File: config.mk
export PLATFORM = sky130hd
export DESIGN_NAME = rpc_regs
export DESIGN_NICKNAME = d
export VERILOG_FILES = /design/src/rpc_pkg.sv /design/src/rpc_addr_filter.sv /design/src/rpc_clk_div.sv /design/src/rpc_regs.sv
export SDC_FILE = /design/constraint.sdc
export NUM_CORES = 1
export LEC_CHECK = 0
export ABC_AREA = 1
export BUFFER_PORTS_ARGS = -buffer_cell sky130_fd_sc_hd__buf_2
export CORE_UTILIZATION = 48
export DETAILED_ROUTE_END_ITERATION = 7
export GPL_TIMING_DRIVEN = 0
export PLACE_DENSITY_LB_ADDON = 0.1
export SYNTH_ARGS = -nofsm -noshare
export SYNTH_HDL_FRONTEND = slang
export SYNTH_HIERARCHICAL = 1
export SYNTH_SLANG_ARGS = --single-unit
File: constraint.sdc
create_clock -name clk -period 2 [get_ports clk]
set_input_delay 0.4 -clock clk [delete_from_list [all_inputs] [get_ports clk]]
set_output_delay 0.4 -clock clk [all_outputs]
set_load 0.01 [all_outputs]
File: src/rpc_pkg.sv
// Purpose: Shared constants and types for the packet configuration bank.
// Assumes: 8-bit registers on a plain strobe port, one clock.
// Notes: Offsets are byte addresses on the host port.
`default_nettype none
package rpc_pkg;
	localparam logic [7:0] RPC_OFS_SYNC_THIRD = 8'h18;
	localparam logic [7:0] RPC_OFS_SYNC_FOURTH = 8'h19;
	localparam logic [7:0] RPC_OFS_TX_PARAM = 8'h1A;
	localparam logic [7:0] RPC_OFS_CLK_OUT = 8'h1B;
	localparam logic [7:0] RPC_OFS_PAYLOAD = 8'h1C;
	localparam logic [7:0] RPC_OFS_NODE_ADDR = 8'h1D;
	localparam logic [7:0] RPC_OFS_PKT_CFG = 8'h1E;
	localparam logic [7:0] RPC_OFS_FIFO_CRC = 8'h1F;
	localparam logic [7:0] RPC_OFS_SYNC_FIRST = 8'h16;
	localparam logic [7:0] RPC_OFS_SYNC_SECOND = 8'h17;

	localparam logic [7:0] RPC_RST_SYNC = 8'h00;
	localparam logic [7:0] RPC_RST_TX_PARAM = 8'h7C;
	localparam logic [7:0] RPC_RST_CLK_OUT = 8'hBC;
	localparam logic [7:0] RPC_RST_PAYLOAD = 8'h00;
	localparam logic [7:0] RPC_RST_NODE_ADDR = 8'h00;
	localparam logic [7:0] RPC_RST_PKT_CFG = 8'h48;
	localparam logic [7:0] RPC_RST_FIFO_CRC = 8'h00;

	// Writable bit masks; reserved and read-only bits stay out.
	localparam logic [7:0] RPC_WMASK_TX_PARAM = 8'hFE;
	localparam logic [7:0] RPC_WMASK_CLK_OUT = 8'hFC;
	localparam logic [7:0] RPC_WMASK_PKT_CFG = 8'hFE;
	localparam logic [7:0] RPC_WMASK_FIFO_CRC = 8'hC0;

	localparam int RPC_POS_CRC_OK = 0;
	localparam logic [7:0] RPC_ADDR_ZERO = 8'h00;
	localparam logic [7:0] RPC_ADDR_BCAST = 8'hFF;
	localparam logic [4:0] RPC_DIV_BYPASS = 5'h00;

	typedef enum logic [1:0] {
		RPC_AF_OFF = 2'h0,
		RPC_AF_NODE = 2'h1,
		RPC_AF_NODE_ZERO = 2'h2,
		RPC_AF_NODE_ZERO_BCAST = 2'h3
	} rpc_af_mode_t;

	typedef struct packed {
		logic [3:0] tx_interp_filter_cutoff;
		logic [2:0] tx_output_power_code;
		logic clock_output_enable;
		logic [4:0] clock_output_divider;
		logic manchester_enable;
		logic [6:0] payload_length;
		logic [7:0] local_node_address;
		logic length_format_select;
		logic [1:0] preamble_length;
		logic whitening_enable;
		logic crc_enable;
		rpc_af_mode_t address_filter_mode;
		logic fifo_autoclear_on_bad_crc;
		logic [31:0] sync_word_value;
	} rpc_cfg_t;

	typedef struct packed {
		logic valid;
		logic [7:0] addr;
	} rpc_rx_addr_t;
endpackage : rpc_pkg
`default_nettype wire

File: src/rpc_addr_filter.sv
// Purpose: Accept or reject a received address by filter mode.
// Assumes: Address byte arrives with a one-cycle valid.
// Notes: Verdict is registered, one cycle after valid.
`default_nettype none
module rpc_addr_filter (
	input wire logic clk, // system clock
	input wire logic nrst, // async reset, active low
	input wire rpc_pkg::rpc_af_mode_t mode, // filter mode
	input wire logic [7:0] node_addr, // local node address
	input wire rpc_pkg::rpc_rx_addr_t rx_addr, // received address
	output logic accept_ff, // verdict pulse: accepted
	output logic reject_ff // verdict pulse: rejected
);
	import rpc_pkg::*;
	logic nxt_ok;

	always_comb begin
		unique case (mode)
			RPC_AF_OFF: nxt_ok = 1'b1;
			RPC_AF_NODE: nxt_ok = (rx_addr.addr == node_addr);
			RPC_AF_NODE_ZERO: nxt_ok = (rx_addr.addr == node_addr) ||
				(rx_addr.addr == RPC_ADDR_ZERO);
			RPC_AF_NODE_ZERO_BCAST: nxt_ok = (rx_addr.addr == node_addr) ||
				(rx_addr.addr == RPC_ADDR_ZERO) ||
				(rx_addr.addr == RPC_ADDR_BCAST);
		endcase
	end

	always_ff @(posedge clk or negedge nrst) begin
		if (!nrst) begin
			accept_ff <= 1'b0;
			reject_ff <= 1'b0;
		end else begin
			accept_ff <= rx_addr.valid && nxt_ok;
			reject_ff <= rx_addr.valid && !nxt_ok;
		end
	end
endmodule : rpc_addr_filter
`default_nettype wire

File: src/rpc_clk_div.sv
// Purpose: Clock output divider from the crystal reference.
// Assumes: The reference is clk itself.
// Notes: Division by 2*N yields a square wave of N high, N low.
`default_nettype none
module rpc_clk_div (
	input wire logic clk, // crystal reference clock
	input wire logic nrst, // async reset, active low
	input wire logic enable, // clock output enable
	input wire logic [4:0] divider, // divider code
	output logic clk_out // divided clock, low when disabled
);
	import rpc_pkg::*;
	logic [4:0] cnt_ff;
	logic phase_ff;

	always_ff @(posedge clk or negedge nrst) begin
		if (!nrst) begin
			cnt_ff <= 5'h00;
			phase_ff <= 1'b0;
		end else if (!enable || divider == RPC_DIV_BYPASS) begin
			cnt_ff <= 5'h00;
			phase_ff <= 1'b0;
		end else if (cnt_ff >= divider - 5'h01) begin
			cnt_ff <= 5'h00;
			phase_ff <= !phase_ff;
		end else begin
			cnt_ff <= cnt_ff + 5'h01;
		end
	end

	// Bypass passes the reference straight through; a glitch can occur
	// when the code changes, so change it only while disabled.
	assign clk_out = !enable ? 1'b0 :
		(divider == RPC_DIV_BYPASS) ? clk : phase_ff;
endmodule : rpc_clk_div
`default_nettype wire

File: src/rpc_regs.sv
// Purpose: Packet and transmit configuration register bank.
// Assumes: Host port with one-cycle strobes, read data one cycle later.
// Notes: Packet engine reports CRC results and address bytes here.
`default_nettype none
module rpc_regs (
	input wire logic clk, // system clock, 100 MHz
	input wire logic nrst, // async reset, active low
	input wire logic [7:0] reg_addr, // register address
	input wire logic [7:0] reg_wdata, // write data
	input wire logic reg_wr, // write strobe
	input wire logic reg_rd, // read strobe
	output logic [7:0] reg_rdata, // read data, cycle after strobe
	input wire logic crc_done, // pulse: received packet CRC checked
	input wire logic crc_pass, // CRC verdict beside crc_done
	input wire rpc_pkg::rpc_rx_addr_t rx_addr, // received address byte
	input wire logic [6:0] rx_len, // received length byte
	input wire logic rx_len_valid, // pulse: rx_len valid
	output rpc_pkg::rpc_cfg_t cfg, // configuration to datapath
	output logic [2:0] preamble_bytes, // preamble bytes minus one
	output logic [6:0] tx_length, // payload bytes sent, fixed format
	output logic rx_len_reject, // pulse: length above maximum
	output logic addr_accept, // pulse: address passed filter
	output logic addr_reject, // pulse: packet rejected by address
	output logic fifo_flush, // pulse: clear FIFO after bad CRC
	output logic clk_out // clock output pin
);
	import rpc_pkg::*;

	// ----------------------------------------------------------------
	// Register storage
	// ----------------------------------------------------------------
	logic [7:0] sync_first_ff, sync_second_ff;
	logic [7:0] sync_third_ff, sync_fourth_ff;
	logic [7:0] tx_param_ff, clk_out_ff, payload_ff;
	logic [7:0] node_addr_ff, pkt_cfg_ff, fifo_crc_ff;
	logic crc_ok_ff;
	logic [7:0] rdata_ff, nxt_rdata;
	logic fifo_flush_ff, rx_len_reject_ff;

	function automatic logic hit(input logic [7:0] a, input logic [7:0] o);
		hit = (a == o);
	endfunction : hit

	function automatic logic [7:0] masked(input logic [7:0] old,
		input logic [7:0] wd, input logic [7:0] m);
		masked = (old & ~m) | (wd & m);
	endfunction : masked

	// ----------------------------------------------------------------
	// Sync word bytes
	// ----------------------------------------------------------------
	always_ff @(posedge clk or negedge nrst) begin
		if (!nrst) begin
			sync_first_ff <= RPC_RST_SYNC;
			sync_second_ff <= RPC_RST_SYNC;
			sync_third_ff <= RPC_RST_SYNC;
			sync_fourth_ff <= RPC_RST_SYNC;
		end else if (reg_wr) begin
			if (hit(reg_addr, RPC_OFS_SYNC_FIRST)) begin
				sync_first_ff <= reg_wdata;
			end
			if (hit(reg_addr, RPC_OFS_SYNC_SECOND)) begin
				sync_second_ff <= reg_wdata;
			end
			if (hit(reg_addr, RPC_OFS_SYNC_THIRD)) begin
				sync_third_ff <= reg_wdata;
			end
			if (hit(reg_addr, RPC_OFS_SYNC_FOURTH)) begin
				sync_fourth_ff <= reg_wdata;
			end
		end
	end

	// ----------------------------------------------------------------
	// Transmit and clock output registers
	// ----------------------------------------------------------------
	// Reserved low bits are masked so they always read zero.
	always_ff @(posedge clk or negedge nrst) begin
		if (!nrst) begin
			tx_param_ff <= RPC_RST_TX_PARAM;
			clk_out_ff <= RPC_RST_CLK_OUT;
		end else if (reg_wr) begin
			if (hit(reg_addr, RPC_OFS_TX_PARAM)) begin
				tx_param_ff <= masked(tx_param_ff, reg_wdata,
					RPC_WMASK_TX_PARAM);
			end
			if (hit(reg_addr, RPC_OFS_CLK_OUT)) begin
				clk_out_ff <= masked(clk_out_ff, reg_wdata,
					RPC_WMASK_CLK_OUT);
			end
		end
	end

	// ----------------------------------------------------------------
	// Packet registers
	// ----------------------------------------------------------------
	always_ff @(posedge clk or negedge nrst) begin
		if (!nrst) begin
			payload_ff <= RPC_RST_PAYLOAD;
			node_addr_ff <= RPC_RST_NODE_ADDR;
			pkt_cfg_ff <= RPC_RST_PKT_CFG;
			fifo_crc_ff <= RPC_RST_FIFO_CRC;
		end else if (reg_wr) begin
			if (hit(reg_addr, RPC_OFS_PAYLOAD)) begin
				payload_ff <= reg_wdata;
			end
			if (hit(reg_addr, RPC_OFS_NODE_ADDR)) begin
				node_addr_ff <= reg_wdata;
			end
			if (hit(reg_addr, RPC_OFS_PKT_CFG)) begin
				pkt_cfg_ff <= masked(pkt_cfg_ff, reg_wdata,
					RPC_WMASK_PKT_CFG);
			end
			if (hit(reg_addr, RPC_OFS_FIFO_CRC)) begin
				fifo_crc_ff <= masked(fifo_crc_ff, reg_wdata,
					RPC_WMASK_FIFO_CRC);
			end
		end
	end

	// ----------------------------------------------------------------
	// CRC status and FIFO auto clear
	// ----------------------------------------------------------------
	// The status bit follows each check while CRC is enabled; host writes cannot touch it.
	always_ff @(posedge clk or negedge nrst) begin
		if (!nrst) begin
			crc_ok_ff <= 1'b0;
		end else if (crc_done && cfg.crc_enable) begin
			crc_ok_ff <= crc_pass;
		end
	end

	always_ff @(posedge clk or negedge nrst) begin
		if (!nrst) begin
			fifo_flush_ff <= 1'b0;
		end else begin
			fifo_flush_ff <= crc_done && cfg.crc_enable && !crc_pass &&
				!cfg.fifo_autoclear_on_bad_crc;
		end
	end

	// ----------------------------------------------------------------
	// Received length check
	// ----------------------------------------------------------------
	// Only variable format carries a length byte worth checking.
	always_ff @(posedge clk or negedge nrst) begin
		if (!nrst) begin
			rx_len_reject_ff <= 1'b0;
		end else begin
			rx_len_reject_ff <= rx_len_valid && cfg.length_format_select &&
				(rx_len > cfg.payload_length);
		end
	end

	// ----------------------------------------------------------------
	// Field decode to the datapath
	// ----------------------------------------------------------------
	always_comb begin
		cfg.tx_interp_filter_cutoff = tx_param_ff[7:4];
		cfg.tx_output_power_code = tx_param_ff[3:1];
		cfg.clock_output_enable = clk_out_ff[7];
		cfg.clock_output_divider = clk_out_ff[6:2];
		cfg.manchester_enable = payload_ff[7];
		cfg.payload_length = payload_ff[6:0];
		cfg.local_node_address = node_addr_ff;
		cfg.length_format_select = pkt_cfg_ff[7];
		cfg.preamble_length = pkt_cfg_ff[6:5];
		cfg.whitening_enable = pkt_cfg_ff[4];
		cfg.crc_enable = pkt_cfg_ff[3];
		cfg.address_filter_mode = rpc_af_mode_t'(pkt_cfg_ff[2:1]);
		cfg.fifo_autoclear_on_bad_crc = fifo_crc_ff[7];
		cfg.sync_word_value = {sync_first_ff, sync_second_ff,
			sync_third_ff, sync_fourth_ff};
	end

	assign preamble_bytes = {1'b0, cfg.preamble_length};
	// Variable format ignores the field on transmit.
	assign tx_length = cfg.length_format_select ? 7'h00 :
		cfg.payload_length;
	assign fifo_flush = fifo_flush_ff;
	assign rx_len_reject = rx_len_reject_ff;

	// ----------------------------------------------------------------
	// Read path
	// ----------------------------------------------------------------
	always_comb begin
		nxt_rdata = 8'h00;
		unique case (reg_addr)
			RPC_OFS_SYNC_FIRST: nxt_rdata = sync_first_ff;
			RPC_OFS_SYNC_SECOND: nxt_rdata = sync_second_ff;
			RPC_OFS_SYNC_THIRD: nxt_rdata = sync_third_ff;
			RPC_OFS_SYNC_FOURTH: nxt_rdata = sync_fourth_ff;
			RPC_OFS_TX_PARAM: nxt_rdata = tx_param_ff;
			RPC_OFS_CLK_OUT: nxt_rdata = clk_out_ff;
			RPC_OFS_PAYLOAD: nxt_rdata = payload_ff;
			RPC_OFS_NODE_ADDR: nxt_rdata = node_addr_ff;
			RPC_OFS_PKT_CFG: nxt_rdata = {pkt_cfg_ff[7:1], crc_ok_ff};
			RPC_OFS_FIFO_CRC: nxt_rdata = fifo_crc_ff;
			default: nxt_rdata = 8'h00;
		endcase
	end

	always_ff @(posedge clk or negedge nrst) begin
		if (!nrst) begin
			rdata_ff <= 8'h00;
		end else if (reg_rd) begin
			rdata_ff <= nxt_rdata;
		end else begin
			rdata_ff <= 8'h00;
		end
	end

	assign reg_rdata = rdata_ff;

	// ----------------------------------------------------------------
	// Submodules
	// ----------------------------------------------------------------
	rpc_addr_filter u_filter (
		.clk(clk),
		.nrst(nrst),
		.mode(cfg.address_filter_mode),
		.node_addr(cfg.local_node_address),
		.rx_addr(rx_addr),
		.accept_ff(addr_accept),
		.reject_ff(addr_reject)
	);

	rpc_clk_div u_clkdiv (
		.clk(clk),
		.nrst(nrst),
		.enable(cfg.clock_output_enable),
		.divider(cfg.clock_output_divider),
		.clk_out(clk_out)
	);
endmodule : rpc_regs
`default_nettype wire

==> metrics.md, run 1 <==
| Metric | Value |
|---|---|
| Starting DRT DRC Count | `238` |
| Number of diodes | `0` |
| Reg-to-reg slack, setup | `0.03 ns` |
| Vias in the first global route | `4442` |
| Syn_nets | `654` |
| Cell Chain, Critical Path | `inv_2, ha_4, nand3_4, o21ai_2, a21oi_2, buf_2` |
| Final HPWL DP | `10690 um` |
| Chip width | `103.8 um` |
| Fill cell count | `891` |
| Routed vias | `4572` |
| Remaining DRCs | `0` |
| HP Class | `input pin to flip-flop` |
| Leading area contributor after synthesis | `dfrtp_1` |
| Hold path depth | `2` |
| GP Congestion | `0.9184` |
| Largest net degree at the start of global routing | `52` |
| Failing checks | `setup timing` |
| RSZ-0062 raised after global routing | `yes` |
| VDD IR max | `0.3933 mV` |
| # nets final | `804` |
| Placed Cells | `863` |
| Worst Max-Slew Pin Slew | `0.5494 ns` |
| Worst R2R End | `u_clkdiv/cnt_ff[2]` |
| Die ar. | `10780 sq um` |
| P per Cell Area | `669.6 nW/um^2` |
| Top post-synthesis cells by count | `144 x nand2_1, 78 x nand3_1, 77 x dfrtp_1, 61 x inv_1, 48 x nor2_1` |
| Mapped cell area | `4976 sq um` |
| Fin. max-slew vios | `0` |
| Crit path DAT | `1.61 ns` |
| Most common cell in the netlist | `nand2_1` |
| End of the worst hold path | `fifo_flush` |
| Top FF cell, synth | `dfrtp_1` |
| Worst endpoint required time | `1.60 ns` |
| First-pass GRT wire length | `23060 um` |
| Row cnt | `36` |
| Worst-path maximum fanout | `4` |
| Mapped Cells | `601` |
| Via-to-Cell Ratio | `5.143` |
| YS warnings | `6` |
| Final hold violations | `0` |
| Worst-Skew Late Latency | `0.45 ns` |
| Final WS setup | `-0.01094 ns` |
| Cell family with most CP delay | `flip-flops` |
| Critical Path Source Type | `flip-flop` |
| Synth area leaders | `dfrtp_1 39%, nand2_1 11%, nand3_1 7.8%` |
| Critical Path End Type | `output pin` |
| Critical path class | `flip-flop to output pin` |
| Initial antenna violation count | `0` |
| Share of layout cells above drive strength 1 | `0.3095` |
| Minimum clock period | `2.011 ns` |
| Leak pwr | `3.304 nW` |
| Skew final | `0.01461 ns` |
| Setup TNS | `-0.01094 ns` |
| Fmax | `497.3 MHz` |
| Rel. slew slack | `0.6337` |
| WP depth | `6` |
| Initial Utilization | `0.5021` |
| Max stage delay on crit path | `0.55 ns` |
| Final WL | `14440 um` |
| Finish-stage setup viols | `1` |
| #FFs+latches synth | `89` |
| Depth of the worst register-to-register path | `12` |
| Reg2reg start | `clk_out_ff[2]` |
| Clk slew on worst S/H paths | `0.08 ns` |
| Max Cap Viol | `0` |
| Crit path max-delay cell type | `dfstp_2` |
| Unique cell type count in the Yosys netlist | `37` |
| Ys async rst share | `1.000` |
| Grt ovf | `0` |
| Area Overhead vs Synth | `23.99%` |
| Core footprint | `9910 sq um` |
| TritonRoute pass-1 iters | `4` |
| Die height | `103.8 um` |
| Status | `finished, violations left` |
| Min-delay src | `crc_pass` |
| Post-synth EDFFs | `0` |
| Post-DRT Antenna Nets | `0` |
| CTS tree | `yes` |
| Yosys top cell area share | `0.3872` |
| Syn_area_per_cell | `8.280 sq um` |
| GRT Overall Usage | `0.2794` |
| Critical path buffer and inverter count | `2` |
| Average wire per standard cell | `16.24 um` |
| Io pins | `131` |
| Register area share after synthesis | `0.4506` |
| IO buf count | `128` |
| Period utilization | `1.005` |
| Layout Cells excl Fill | `889` |
power breakdown:
group	switching [mW]	total (mW)	internal, mW
clock network	0.642	1.55	0.905
logic	0.364	0.599	0.235
registers	0.0897	1.99	1.90
final cells by class:
class | instances | area (sq um) | share of cell area
timing repair buffer | 135 | 720.7 | 0.1168
sequential | 89 | 2242 | 0.3634
clock inverter | 2 | 60.06 | 0.009734
multi-input combinational | 427 | 2354 | 0.3815
tap | 133 | 166.4 | 0.02697
buffer | 23 | 185.2 | 0.03001
clock buffer | 18 | 209.0 | 0.03387
inverter | 62 | 232.7 | 0.03772
cell families (layout without fill, tap and decap cells):
| kind of cell | Yosys count | in the layout | share of synthesized area |
|---|---|---|---|
| compound gates | 88 | 88 | 0.1021 |
| xor+xnor | 12 | 12 | 0.02112 |
| fa+ha+maj | 14 | 14 | 0.03520 |
| buf+inv | 85 | 240 | 0.08398 |
| flops | 89 | 89 | 0.4506 |
| other cells | 1 | 1 | 0.0007536 |
| simple gates | 312 | 312 | 0.3063 |
worst reg2reg max path, stage by stage (launching register included):
cell,delay (ns)
dfstp_2,0.55
inv_2,0.05
ha_4,0.17
nand3_4,0.10
buf_4,0.11
nand2_1,0.04
inv_1,0.06
ha_1,0.26
a21oi_2,0.18
nand2_2,0.08
nor2_4,0.12
nand2_4,0.09
nor2_1,0.09
layer usage:
metal	vias up	global-route usage	part of all wire
li1	2244	-	-
met1	2132	0.3710	0.44
met2	169	0.4500	0.48
met3	27	0.05727	0.061
met4	0	0.1051	0.018
met5	-	0	0
worst max path at each step:
| stage | from | to |
|---|---|---|
| final | clk_out_ff[2] | clk_out |
| after global placement | nrst | sync_first_ff[4] |
| after floorplan | clk_out_ff[2] | u_clkdiv/cnt_ff[0] |
| after CTS | clk_out_ff[2] | clk_out |
| after global routing | clk_out_ff[2] | clk_out |
| after detailed placement | clk_out_ff[2] | u_clkdiv/cnt_ff[0] |
layout by cell type, fill, tap and decap left out, drive strengths merged:
| cell type | instances |
|---|---|
| dlygate4sd3 | 1 |
| a21oi | 11 |
| xor2 | 2 |
| inv | 62 |
| nor2 | 62 |
| clkbuf | 18 |
| o21ai | 62 |
| xnor2 | 10 |
| or2 | 1 |
| nand4 | 7 |
| nor3 | 2 |
| bufinv | 2 |
| conb | 1 |
| dfstp | 12 |
| nand3 | 84 |
| buf | 157 |
| a211oi | 1 |
| nand2 | 154 |
| dfrtp | 77 |
| and2 | 2 |
| ha | 14 |
| o21a | 14 |
through the flow:
step	setup slack, ns	power, mW	hold slack [ns]	util	instance area, sq um
3_3_place_gp	-0.2092	2.567	0.4745	0.5836	5783
2_1_floorplan	0.08504	2.313	0.1044	-	4976
5_1_grt	-0.07419	4.312	0.09403	0.6226	6170
6_report	-0.01094	4.131	0.1124	0.6226	6170
3_5_place_dp	-0.07690	2.591	0.4027	0.5866	5813
4_1_cts	-0.001189	4.144	0.09816	0.6201	6145
state kept, by name, indices dropped and copies added (netlist names), 2 cells and up:
signal	count
node_addr_ff	8
payload_ff	8
reg_rdata	8
sync_first_ff	8
sync_fourth_ff	8
sync_second_ff	8
sync_third_ff	8
pkt_cfg_ff	7
tx_param_ff	7
clk_out_ff	6
u_clkdiv/cnt_ff	5
fifo_crc_ff	2
what timing repair did:
| item | CTS | global route |
|---|---|---|
| endpoints found under the hold margin | 33 | 0 |
| pin swaps | 1 | 3 |
| setup buffers | 5 | 1 |
| gates cloned | 0 | 0 |
| hold buffers | 1 | 0 |
| endpoints found under the setup margin | 7 | 6 |
| resized for setup | 6 | 5 |
No activity file was read; power rests on OpenSTA's default activity.
==> inputs of run 2 (changes only) <==
--- a/config.mk
+++ b/config.mk
@@ -5,7 +5,6 @@
 export SDC_FILE = /design/constraint.sdc
 export NUM_CORES = 1
 export LEC_CHECK = 0
-export ABC_AREA = 1
 export BUFFER_PORTS_ARGS = -buffer_cell sky130_fd_sc_hd__buf_2
 export CORE_UTILIZATION = 48
 export DETAILED_ROUTE_END_ITERATION = 7
==> metrics.md, run 2 <==
| Metric | Value |
|---|---|
| Min-delay src | `crc_pass (unchanged)` |
| Via-to-Cell Ratio | `5.514 (was 5.143)` |
| Finished Core Util | `0.6255 (was 0.6226)` |
| #FFs+latches synth | `89 (unchanged)` |
| CP Launch Point | `clk_out_ff[2] (unchanged)` |
| Clk slew on worst S/H paths | `0.10 ns (was 0.08 ns)` |
| Top post-synthesis cells by count | `77 x dfrtp_1, 72 x mux2_2, 18 x nor2_1 (was 144 x nand2_1, 78 x nand3_1, 77 x dfrtp_1, 61 x inv_1, 48 x nor2_1)` |
| VDD IR max | `0.3247 mV (was 0.3933 mV)` |
| Register area share after synthesis | `0.4738 (was 0.4506)` |
| CTS tree | `yes (unchanged)` |
| Reg power frac | `0.492 (was 0.481)` |
| First-pass GRT wire length | `21000 um (was 23060 um)` |
| Remaining DRCs | `0 (unchanged)` |
| Fin. max-slew vios | `0 (unchanged)` |
| Io pins | `131 (unchanged)` |
| Number of diodes | `0 (unchanged)` |
| Hold path depth | `2 (unchanged)` |
| Comb power frac | `0.145 (about the same)` |
| Starting DRT DRC Count | `152 (was 238)` |
| Multi-input combinational cell area | `2374 sq um (was 2354 sq um)` |
| Switch Pwr | `1.092 mW (was 1.096 mW)` |
| Chip width | `101.3 um (was 103.8 um)` |
| Sw frac | `0.2740 (was 0.2652)` |
| # nets final | `598 (was 804)` |
| GP Congestion | `0.8589 (was 0.9184)` |
| Most common cell after layout, fill and taps aside | `buf_2 (was nand2_1)` |
| Rel. slew slack | `0.5590 (was 0.6337)` |
| Routed vias | `3744 (was 4572)` |
| Die height | `101.3 um (was 103.8 um)` |
| Average wire per standard cell | `20.32 um (was 16.24 um)` |
| P per Cell Area | `676.8 nW/um^2 (was 669.6 nW/um^2)` |
| Finish-stage setup viols | `1 (unchanged)` |
| TritonRoute pass-1 iters | `4 (unchanged)` |
| Critical path class | `flip-flop to output pin (unchanged)` |
| Post-synth EDFFs | `0 (unchanged)` |
| Share of layout cells above drive strength 1 | `0.4818 (was 0.3095)` |
| IO buf count | `126 (was 128)` |
| Crit path DAT | `1.73 ns (was 1.61 ns)` |
| Most frequent cells in the layout | `127 x buf_2, 77 x dfrtp_1, 72 x mux2_2, 17 x nor2_1, 14 x mux2i_1 (was 144 x nand2_1, 134 x buf_2, 78 x nand3_1, 77 x dfrtp_1, 59 x inv_1)` |
| Depth of the worst register-to-register path | `8 (was 12)` |
| Initial Utilization | `0.5026 (was 0.5021)` |
| Critical Path Source Type | `flip-flop (unchanged)` |
| Mapped cell area | `4732 sq um (was 4976 sq um)` |
| GRT Overall Usage | `0.2844 (was 0.2794)` |
| Die ar. | `10260 sq um (was 10780 sq um)` |
| Final HPWL DP | `9701 um (was 10690 um)` |
| Power share of the clock group | `0.364 (was 0.375)` |
| Post-DRT Antenna Nets | `0 (unchanged)` |
| Sequential cell area | `2242 sq um (unchanged)` |
| Final hold violations | `0 (unchanged)` |
| Leading area contributor after synthesis | `dfrtp_1 (unchanged)` |
| Minimum clock period | `2.126 ns (was 2.011 ns)` |
| Most common cell in the netlist | `dfrtp_1 (was nand2_1)` |
| Largest net degree at the start of global routing | `50 (was 52)` |
| Core footprint | `9415 sq um (was 9910 sq um)` |
| Syn_area_per_cell | `11.89 sq um (was 8.280 sq um)` |
| Status | `finished, violations left (unchanged)` |
| Area Overhead vs Synth | `24.46% (was 23.99%)` |
| RSZ-0062 raised after global routing | `yes (unchanged)` |
| Setup TNS | `-0.1255 ns (was -0.01094 ns)` |
| YS warnings | `6 (unchanged)` |
| Worst-Skew Late Latency | `0.47 ns (was 0.45 ns)` |
| Ys async rst share | `1.000 (unchanged)` |
| Initial antenna violation count | `0 (unchanged)` |
| Fill cell count | `831 (was 891)` |
| Leak pwr | `3.120 nW (was 3.304 nW)` |
| Worst endpoint required time | `1.60 ns (about the same)` |
| Fmax | `470.5 MHz (was 497.3 MHz)` |
| Top FF cell, synth | `dfrtp_1 (unchanged)` |
| Critical Path End Type | `output pin (unchanged)` |
| Worst-path maximum fanout | `3 (was 4)` |
| Failing checks | `setup timing (unchanged)` |
| HP Class | `input pin to flip-flop (unchanged)` |
| Yosys top cell area share | `0.4072 (was 0.3872)` |
| Max Cap Viol | `0 (unchanged)` |
| Syn_nets | `451 (was 654)` |
| Mapped Cells | `398 (was 601)` |
| Skew final | `0.01094 ns (was 0.01461 ns)` |
| Synth area leaders | `dfrtp_1 41%, mux2_2 17%, dfstp_2 6.7% (was dfrtp_1 39%, nand2_1 11%, nand3_1 7.8%)` |
| Grt ovf | `0 (unchanged)` |
| Vias in the first global route | `3724 (was 4442)` |
| Reg2reg start | `clk_out_ff[3] (was clk_out_ff[2])` |
| Worst Max-Slew Pin Slew | `0.6615 ns (was 0.5494 ns)` |
| Final WS setup | `-0.1255 ns (was -0.01094 ns)` |
| P_int | `2.894 mW (was 3.035 mW)` |
| Unique cell type count in the Yosys netlist | `57 (was 37)` |
| Period utilization | `1.063 (was 1.005)` |
| Row cnt | `35 (was 36)` |
| Final WL | `13800 um (was 14440 um)` |
[run 2: cell count changes in the layout (fill, tap and decap cells not counted), moves of 8 or more]
cell | previous run | this run
nor2b_1 | 0 | 10
xor2_1 | 2 | 10
nor2_1 | 46 | 17
nand3b_1 | 0 | 10
o21a_1 | 14 | 1
inv_1 | 59 | 12
mux2_2 | 0 | 72
mux2i_1 | 0 | 14
nand3_1 | 78 | 7
o21ai_1 | 12 | 1
nand2_1 | 144 | 10
o21ai_0 | 43 | 10
and3_1 | 0 | 8
[run 2: final cells by class]
class,count,area share
Inverter,14,0.008923
Clock inverter,4,0.009135
Clock buffer,16,0.03250
Timing Repair Buffer,132,0.1194
Buffer,21,0.01891
Tap cell,129,0.02741
Sequential cell,89,0.3807
Multi-Input combinational cell,274,0.4030
[run 2: cell families (layout without fill, tap and decap cells)]
| kind of cell | after synthesis | count (layout) | synth area share |
|---|---|---|---|
| adder cells (fa/ha/maj) | 14 | 14 | 0.03702 |
| flip-flops | 89 | 89 | 0.4738 |
| multiplexers | 90 | 90 | 0.2144 |
| AND/OR/NAND/NOR | 99 | 99 | 0.1335 |
| buffers and inverters | 35 | 187 | 0.03464 |
| XOR/XNOR | 13 | 13 | 0.02406 |
| other | 1 | 1 | 0.0007925 |
| AO/OA/AOI/OAI | 57 | 57 | 0.08171 |
[run 2: metal layers]
layer / global-route usage / part of all wire / vias up
met5: 0 / 0 / -
met4: 0.09142 / 0.015 / 0
met3: 0.06556 / 0.048 / 14
met2: 0.4511 / 0.49 / 113
met1: 0.3876 / 0.45 / 1897
li1: - / - / 1720
[run 2: critical path: stages (launching register included)]
cell,delay (ns)
dfstp_2,0.38
inv_2,0.07
ha_4,0.15
nor4b_4,0.23
mux2i_1,0.22
nor2b_1,0.06
buf_2,0.13
[run 2: path summary, 6_finish.rpt]
path                                      end  slack (ns)
min in group asynchronous  u_clkdiv/cnt_ff[3]        0.45
hold reg to reg            u_clkdiv/cnt_ff[0]        0.50
setup reg to reg           u_clkdiv/cnt_ff[4]        0.01
max in group asynchronous      tx_param_ff[4]        0.86
setup / recovery                      clk_out       -0.13
hold / removal                     fifo_flush        0.11
[run 2: repair_timing]
action                                  CTS  global route
hold endpoints to repair                 38             0
buffers inserted                          3             2
endpoints found under the setup margin    7            15
gates resized for setup                   5             7
hold buffers                              1             0
pin swaps                                 1             8
[run 2: power groups by stage]
stage / logic, mW / clock network (mW) / registers, mW
4_1_cts: 0.562 / 1.46 / 1.96
6_report: 0.576 / 1.45 / 1.96
2_1_floorplan: 0.257 / 0.0134 / 2.01
3_5_place_dp: 0.542 / 0.0146 / 2.00
5_1_grt: 0.634 / 1.54 / 1.97
3_3_place_gp: 0.525 / 0.0146 / 1.99
[run 2: metrics by stage]
stage               setup slack [ns]  std cells  hold slack, ns  instance area, sq um  total power, mW
floorplan                   0.005881        398          0.1044                  4732            2.278
global placement             -0.4209        653          0.4814                  5524            2.533
detailed placement           -0.4414        654          0.4249                  5554            2.552
CTS                          -0.1350        677          0.1023                  5843            3.985
global route                 -0.2197        679          0.1090                  5889            4.149
finish                       -0.1255        679          0.1056                  5889            3.986
